<file path="src/hdl/sleep_timer_pkg.sv">
// Package with constants and types for the low-power sleep timer
`default_nettype none
package sleep_timer_pkg;
  // Register addresses on the special function register bus
  localparam logic [7:0] ADDR_COUNT_LOW = 8'h95;
  localparam logic [7:0] ADDR_COUNT_MID = 8'h96;
  localparam logic [7:0] ADDR_COUNT_HIGH = 8'h97;
  // Widths
  localparam int COUNT_W = 24;
  localparam int BYTE_W = 8;
  // Reset values and the unmapped read value
  localparam logic [23:0] COUNT_RESET = 24'h00_0000;
  localparam logic [23:0] COMPARE_RESET = 24'h0F_FFFF;
  localparam logic [7:0] STAGE_RESET = 8'h00;
  localparam logic [7:0] RDATA_RESET = 8'h00;
  localparam logic [7:0] UNMAPPED_READ = 8'h00;
  // Byte field positions inside the 24-bit value
  localparam int LOW_LSB = 0;
  localparam int MID_LSB = 8;
  localparam int HIGH_LSB = 16;
  // Power modes, driven by the power manager
  typedef enum logic [1:0] {
    power_mode_active = 2'b00,
    power_mode_light_sleep = 2'b01,
    power_mode_mid_sleep = 2'b10,
    power_mode_deep_sleep = 2'b11
  } power_mode_t;
  // Low-clock edge tracker states
  typedef enum logic [1:0] {
    lp_idle_low = 2'b00,
    lp_seen_high = 2'b01
  } lp_edge_t;
endpackage : sleep_timer_pkg
`default_nettype wire

</file>
<file path="src/hdl/lp_clock_tick.sv">
// Synchroniser and rising-edge detector for the 32 kHz low-power clock
`default_nettype none
module lp_clock_tick
  import sleep_timer_pkg::*;
(
  input wire logic clock,
  input wire logic sys_rst,
  input wire logic clk_en,
  input wire logic lp_clk_pin,
  output logic lp_tick
);
  // Two-stage synchroniser; only sync2 reads sync1
  logic sync1_ff;
  logic sync2_ff;
  // Edge tracker state
  lp_edge_t edge_ff;
  lp_edge_t nxt_edge;
  logic nxt_sync1;
  logic nxt_sync2;
  logic nxt_tick;
  logic tick_ff;

  // Next-state logic: one tick per rising edge of the synchronised clock
  always_comb
  begin
    nxt_sync1 = lp_clk_pin;
    nxt_sync2 = sync1_ff;
    nxt_tick = 1'b0;
    nxt_edge = edge_ff;
    case (edge_ff)
      lp_idle_low:
      begin
        // Rising edge seen
        if (sync2_ff)
        begin
          nxt_tick = 1'b1;
          nxt_edge = lp_seen_high;
        end
      end
      lp_seen_high:
      begin
        // Wait for the low phase
        if (!sync2_ff)
          nxt_edge = lp_idle_low;
      end
      default:
        nxt_edge = lp_idle_low;
    endcase
  end

  // Registers; clock enable freezes everything
  always_ff @(posedge clock)
  begin
    if (sys_rst)
    begin
      sync1_ff <= 1'b0;
      sync2_ff <= 1'b0;
      edge_ff <= lp_idle_low;
      tick_ff <= 1'b0;
    end
    else if (clk_en)
    begin
      sync1_ff <= nxt_sync1;
      sync2_ff <= nxt_sync2;
      edge_ff <= nxt_edge;
      tick_ff <= nxt_tick;
    end
  end

  // Tick is qualified by the enable so a frozen block never double counts
  assign lp_tick = tick_ff & clk_en;
endmodule : lp_clock_tick
`default_nettype wire

</file>
<file path="src/hdl/low_power_sleep_timer.sv">
// Sleep timer: 24-bit low-clock counter with compare, wake and DMA trigger
`default_nettype none
module low_power_sleep_timer
  import sleep_timer_pkg::*;
(
  input wire logic clock,
  input wire logic sys_rst,
  input wire logic clk_en,
  input wire logic lp_clk_pin,
  input wire logic [7:0] sfr_addr,
  input wire logic sfr_wr,
  input wire logic sfr_rd,
  input wire logic [7:0] sfr_wdata,
  output logic [7:0] sfr_rdata,
  input wire logic [1:0] power_mode,
  input wire logic sleep_match_irq_enable,
  input wire logic sleep_match_flag_clear,
  output logic sleep_match_flag,
  output logic sleep_wake_irq,
  output logic dma_trigger,
  output logic wake_request
);
  // Address decode, used for both reads and writes
  function automatic logic hit(input logic [7:0] addr, input logic [7:0] off);
    hit = (addr == off);
  endfunction : hit

  // One pulse per low-clock rising edge
  logic lp_tick;

  // Counter and compare state
  logic [23:0] count_ff;
  logic [23:0] nxt_count;
  logic [23:0] compare_ff;
  logic [23:0] nxt_compare;
  // Staged compare bytes waiting for the low-byte write
  logic [7:0] stage_mid_ff;
  logic [7:0] nxt_stage_mid;
  logic [7:0] stage_high_ff;
  logic [7:0] nxt_stage_high;
  // Read holding latches for middle and high count bytes
  logic [7:0] hold_mid_ff;
  logic [7:0] nxt_hold_mid;
  logic [7:0] hold_high_ff;
  logic [7:0] nxt_hold_high;
  // Event outputs, flag and read data
  logic flag_ff;
  logic nxt_flag;
  logic dma_ff;
  logic nxt_dma;
  logic wake_ff;
  logic nxt_wake;
  logic [7:0] rdata_ff;
  logic [7:0] nxt_rdata;
  // Combinational helpers
  logic advance;
  logic [23:0] count_plus;
  logic match_hit;
  power_mode_t mode;

  // Low clock arrives from a pin; synchronised in the leaf
  lp_clock_tick u_tick (
    .clock(clock),
    .sys_rst(sys_rst),
    .clk_en(clk_en),
    .lp_clk_pin(lp_clk_pin),
    .lp_tick(lp_tick)
  );

  assign mode = power_mode_t'(power_mode);

  // Counter and compare next-state logic
  always_comb
  begin
    // Halted only in deep sleep; no software control exists
    advance = lp_tick && (mode != power_mode_deep_sleep);
    // Natural 24-bit overflow gives the wrap to zero
    count_plus = count_ff + 24'h00_0001;
    nxt_count = advance ? count_plus : count_ff;
    // A match is taken when the count steps onto the compare value, so
    // one event per match instead of one per system clock
    match_hit = advance && (count_plus == compare_ff);
    nxt_compare = compare_ff;
    nxt_stage_mid = stage_mid_ff;
    nxt_stage_high = stage_high_ff;
    // A low-byte write in a tick cycle lands after this step's match test,
    // so the old compare still decides that one step
    if (sfr_wr)
    begin
      // Upper bytes only staged
      if (hit(sfr_addr, ADDR_COUNT_MID))
        nxt_stage_mid = sfr_wdata;
      if (hit(sfr_addr, ADDR_COUNT_HIGH))
        nxt_stage_high = sfr_wdata;
      // Low byte write commits the whole 24-bit compare at once
      if (hit(sfr_addr, ADDR_COUNT_LOW))
        nxt_compare = {stage_high_ff, stage_mid_ff, sfr_wdata};
    end
  end

  // Read path next-state logic
  always_comb
  begin
    nxt_hold_mid = hold_mid_ff;
    nxt_hold_high = hold_high_ff;
    nxt_rdata = rdata_ff;
    // Reads and writes in one cycle both act; reads never see the compare
    if (sfr_rd)
    begin
      if (hit(sfr_addr, ADDR_COUNT_LOW))
      begin
        // Freeze the upper bytes so a multi-byte read is coherent
        nxt_hold_mid = count_ff[MID_LSB +: BYTE_W];
        nxt_hold_high = count_ff[HIGH_LSB +: BYTE_W];
        nxt_rdata = count_ff[LOW_LSB +: BYTE_W];
      end
      else if (hit(sfr_addr, ADDR_COUNT_MID))
        nxt_rdata = hold_mid_ff;
      else if (hit(sfr_addr, ADDR_COUNT_HIGH))
        nxt_rdata = hold_high_ff;
      else
        nxt_rdata = UNMAPPED_READ;
    end
  end

  // Event next-state logic
  always_comb
  begin
    // Set wins over a clear in the same cycle
    if (match_hit)
      nxt_flag = 1'b1;
    else if (sleep_match_flag_clear)
      nxt_flag = 1'b0;
    else
      nxt_flag = flag_ff;
    // DMA trigger pulses on every match
    nxt_dma = match_hit;
    // Wake only from the two intermediate sleep modes
    nxt_wake = match_hit && ((mode == power_mode_light_sleep) || (mode == power_mode_mid_sleep));
  end

  // Counter, compare and staging registers; clock enable freezes them
  always_ff @(posedge clock)
  begin
    if (sys_rst)
    begin
      count_ff <= COUNT_RESET;
      // Default compare lies far from zero, so no match right after reset
      compare_ff <= COMPARE_RESET;
      stage_mid_ff <= STAGE_RESET;
      stage_high_ff <= STAGE_RESET;
    end
    else if (clk_en)
    begin
      count_ff <= nxt_count;
      compare_ff <= nxt_compare;
      stage_mid_ff <= nxt_stage_mid;
      stage_high_ff <= nxt_stage_high;
    end
  end

  // Read holding latches and read data register
  always_ff @(posedge clock)
  begin
    // A low-byte read refreshes the latches for the next two reads
    if (sys_rst)
    begin
      hold_mid_ff <= STAGE_RESET;
      hold_high_ff <= STAGE_RESET;
      rdata_ff <= RDATA_RESET;
    end
    else if (clk_en)
    begin
      hold_mid_ff <= nxt_hold_mid;
      hold_high_ff <= nxt_hold_high;
      rdata_ff <= nxt_rdata;
    end
  end

  // Match flag and event pulse registers
  always_ff @(posedge clock)
  begin
    // Pulses last one enabled cycle; a frozen block holds them
    if (sys_rst)
    begin
      flag_ff <= 1'b0;
      dma_ff <= 1'b0;
      wake_ff <= 1'b0;
    end
    else if (clk_en)
    begin
      flag_ff <= nxt_flag;
      dma_ff <= nxt_dma;
      wake_ff <= nxt_wake;
    end
  end

  // Outputs
  assign sfr_rdata = rdata_ff;
  assign sleep_match_flag = flag_ff;
  // Pending flag is kept regardless; the enable only gates the request
  assign sleep_wake_irq = flag_ff & sleep_match_irq_enable;
  assign dma_trigger = dma_ff;
  // Software is expected to wait for the low byte to move after a
  // compare write before sleeping; the commit here is immediate
  assign wake_request = wake_ff;
endmodule : low_power_sleep_timer
`default_nettype wire

</file>
<file path="config.mk">
export PLATFORM = sky130hd
export DESIGN_NAME = low_power_sleep_timer
export DESIGN_NICKNAME = d
export VERILOG_FILES = /design/src/hdl/sleep_timer_pkg.sv /design/src/hdl/lp_clock_tick.sv /design/src/hdl/low_power_sleep_timer.sv
export SDC_FILE = /design/constraint.sdc
export NUM_CORES = 1
export LEC_CHECK = 0
export ABC_CLOCK_PERIOD_IN_PS = 6700
export BUFFER_PORTS_ARGS = -buffer_cell sky130_fd_sc_hd__buf_4
export CAP_MARGIN = 20
export CORE_MARGIN = 3
export CORE_UTILIZATION = 64
export DETAILED_ROUTE_END_ITERATION = 8
export PLACE_DENSITY = 0.89
export SLEW_MARGIN = 10
export SYNTH_ARGS = -nofsm -noshare
export SYNTH_HDL_FRONTEND = slang
export SYNTH_SLANG_ARGS = --single-unit
</file>
<file path="constraint.sdc">
create_clock -name clock -period 6.7 [get_ports clock]
set_input_delay 1.34 -clock clock [delete_from_list [all_inputs] [get_ports clock]]
set_output_delay 1.34 -clock clock [all_outputs]
set_load 0.005 [all_outputs]
</file>
==> results.py <==
metrics = {
    "logic_synthesis": {
        "syn_nets": 594,
        "ys_seq_area_share_pct": 41.7,
        "synth_cells": 565,
        "synth_edf_count": 0,
        "synth-async-reset-ratio_pct": 0,
        "yosys_register_bits": 95,
        "avgSynthCellArea_um2": 8.08,
        "ys_types": 56,
        "ys.flop_type": "dfxtp_1",
        "yosysWarnings": 0,
        "synth.cell_area_um2": 4560,
    },
    "placed_design": {
        "place_hpwl_mm": 7.74,
        "place_inst": 655,
        "place_congestion": 0.935,
        "pre_cts_ws_ps": 2800,
        "place_area_um2": 4770,
        "place.port_buffers": 37,
    },
    "sta": {
        "fin_setup_tns_ps": 0,
        "grt_setup_unrepaired": "no",
        "clock.fmax_ghz": 0.279,
        "slew_headroom_pct": 40.9,
        "hold_viol_final": 0,
        "fin_skew_ps": 10.8,
        "timing.final.crit_share_pct": 53.5,
        "worst_slew_pin_slew_ps": 884,
        "period_minus_slack_ps": 3590,
        "finalMaxSlewViolations": 0,
        "worst_slack_ps": 3110,
        "final-setup-viol-count": 0,
    },
    "cts": {
        "cts_root_buffer": "clkbuf_8",
        "tritoncts": "built",
        "cts_buffer_depth": 2,
        "htreeDepth": 3,
        "cts_buffers": 9,
        "numClockSinks": 95,
        "clk_pin_slew_ps": 90,
        "ctsResizeCount": 0,
        "ctsHoldBuffers": 0,
        "post_cts_buffers": 0,
        "clk_latency_ps": 360,
    },
    "layout": {
        "finish.net_count": 599,
        "drive_gt1_share_pct": 10.8,
        "fillCellCount": 535,
        "post-route-util_pct": 72.3,
        "multi_input_area_um2": 2460,
        "layout_common_cells": "nand2_1, dfxtp_1, nor2_1, a21oi_1, buf_4",
        "stdcell_count": 671,
        "final_common_cell": "nand2_1",
        "regArea_um2": 1900,
        "syn2layout_area_growth_pct": 8.88,
        "diodes": 0,
        "final_area_um2": 4970,
    },
    "outcome": {
        "status": "completed",
    },
    "global_route": {
        "grt-busiest-layer": "met2",
        "grt_antenna_before_repair": 0,
        "grt.total_usage_pct": 27.2,
        "use_met2_pct": 43.6,
        "grt_use_met3_pct": 5.92,
        "first_global_vias": 3695,
        "grt_first_pass_wirelength_mm": 18.0,
        "grt_overflow": 0,
        "met1_usage_pct": 33.2,
        "grt_max_degree": 97,
    },
    "setup_path": {
        "rr_worst_depth": 7,
        "worstPathRequired_ps": 6940,
        "setup.worst_path.end_class": "flip-flop",
        "critPathKind": "input pin to flip-flop",
        "startpoint_type": "input pin",
        "worstPathMaxFanout": 24,
        "crit_arrival_ps": 3830,
    },
    "power_and_ir_drop": {
        "p_per_area_nw_per_um2": 199,
        "ir_drop_uv": 174,
        "cellLeakagePower_uw": 0.00175,
    },
    "floorplanning": {
        "io_pins": 38,
        "die-area_um2": 8180,
        "initial_core_util_pct": 66.4,
        "num_rows": 30,
        "coreArea_um2": 6870,
        "die_x_um": 90.4,
        "die_h_um": 90.4,
    },
    "worst_hold_path": {
        "holdPathStages": 2,
        "worstHoldPathType": "flip-flop to flip-flop",
    },
    "routing": {
        "wl_per_cell_um": 16.2,
        "drc": 0,
        "num_vias": 3992,
        "drt_pass1_iterations": 5,
        "routed_wl_mm": 10.9,
        "drt-initial-drc-count": 286,
        "drt-vias-per-instance": 5.95,
        "postRouteAntennaNets": 0,
    },
    "run": {
        "cap_violations": 0,
    },
}
[report_power, final]
group          switching, uW  total [uW]  internal, uW
registers               2.40         571           568
clock network            202         378           175
logic                   21.1        40.9          19.8
[metrics by stage]
step | hold WS, ps | total power [uW]
6_report | 457 | 989
5_1_grt | 480 | 1020
4_1_cts | 459 | 993
3_5_place_dp | 445 | 625
3_3_place_gp | 439 | 623
2_1_floorplan | 431 | 603
[cell usage after synthesis, types with 2 or more instances]
| cell type | instances | share of area, % |
|---|---|---|
| a21oi_1 | 37 | 4.1 |
| a22oi_1 | 8 | 1.3 |
| a311oi_1 | 9 | 1.7 |
| and2_1 | 5 | 0.69 |
| and3_1 | 7 | 0.96 |
| and4_1 | 5 | 0.96 |
| buf_1 | 2 | 0.16 |
| buf_2 | 13 | 1.4 |
| buf_4 | 3 | 0.49 |
| clkbuf_1 | 25 | 2.1 |
| dfxtp_1 | 95 | 42 |
| ha_1 | 3 | 0.82 |
| inv_1 | 3 | 0.25 |
| mux2i_1 | 12 | 2.6 |
| nand2_1 | 134 | 11 |
| nand3_1 | 13 | 1.4 |
| nand3b_1 | 21 | 3.5 |
| nand4_1 | 9 | 1.2 |
| nor2_1 | 44 | 3.6 |
| nor3_1 | 11 | 1.2 |
| nor3b_1 | 2 | 0.33 |
| nor4_1 | 5 | 0.69 |
| nor4_2 | 2 | 0.55 |
| o2111ai_1 | 3 | 0.58 |
| o21ai_0 | 9 | 0.99 |
| o21ai_1 | 2 | 0.22 |
| or3_1 | 9 | 1.2 |
| xnor2_1 | 23 | 4.4 |
| xor2_1 | 24 | 4.6 |
[logic make-up (layout without fill, tap and decap cells)]
logic type	Yosys count	count (layout)	synth area share [%]
fa+ha+maj	3	3	0.823
flops	95	95	41.7
xor+xnor	47	47	9.02
buf+inv	46	56	4.39
simple gates	279	279	29.7
compound gates	82	82	11.5
mux	13	13	2.88
[layer usage]
metal	share of wire (%)	routed length, um
met5	0	0
met4	4.2	456
met3	7.1	774
met2	47	5080
met1	42	4550
[layout make-up]
| class | instances | area share (%) |
|---|---|---|
| multi-input cells | 424 | 49.5 |
| flip-flops and latches | 95 | 38.3 |
| repair buffers | 37 | 5.59 |
| clock buffers | 10 | 2.57 |
| well taps | 96 | 2.42 |
| clock inverters | 6 | 1.39 |
| inverters | 3 | 0.227 |
[state kept, by name (all words and copies together), names as in the netlist]
signal,count
compare_ff,24
count_ff,24
hold_high_ff,8
hold_mid_ff,8
sfr_rdata,8
stage_high_ff,8
stage_mid_ff,8
dma_trigger,1
sleep_match_flag,1
u_tick.edge_ff,1
u_tick.nxt_sync2,1
u_tick.sync2_ff,1
u_tick.tick_ff,1
wake_request,1
[final timing paths]
kind,slack (ps),to,startpoint
min reg2reg,460,stage_mid_ff[1]$_SDFFE_PP0P_,stage_mid_ff[1]$_SDFFE_PP0P_
max reg2reg,3730,dma_trigger$_SDFFE_PP0P_,count_ff[0]$_SDFFE_PP0P_
min,460,stage_mid_ff[1]$_SDFFE_PP0P_,stage_mid_ff[1]$_SDFFE_PP0P_
max,3110,compare_ff[6]$_SDFFE_PP1P_,sfr_addr[3]
[critical path, cell delays in order]
cell and delay (ps):
buf_4 100, nand4bb_1 180, nor3b_1 320, nand2_1 90, nor2_1 570, nand3_1 790
nand2_1 320, nand3b_1 110
Note: power is estimated with default switching activity, not from simulation.
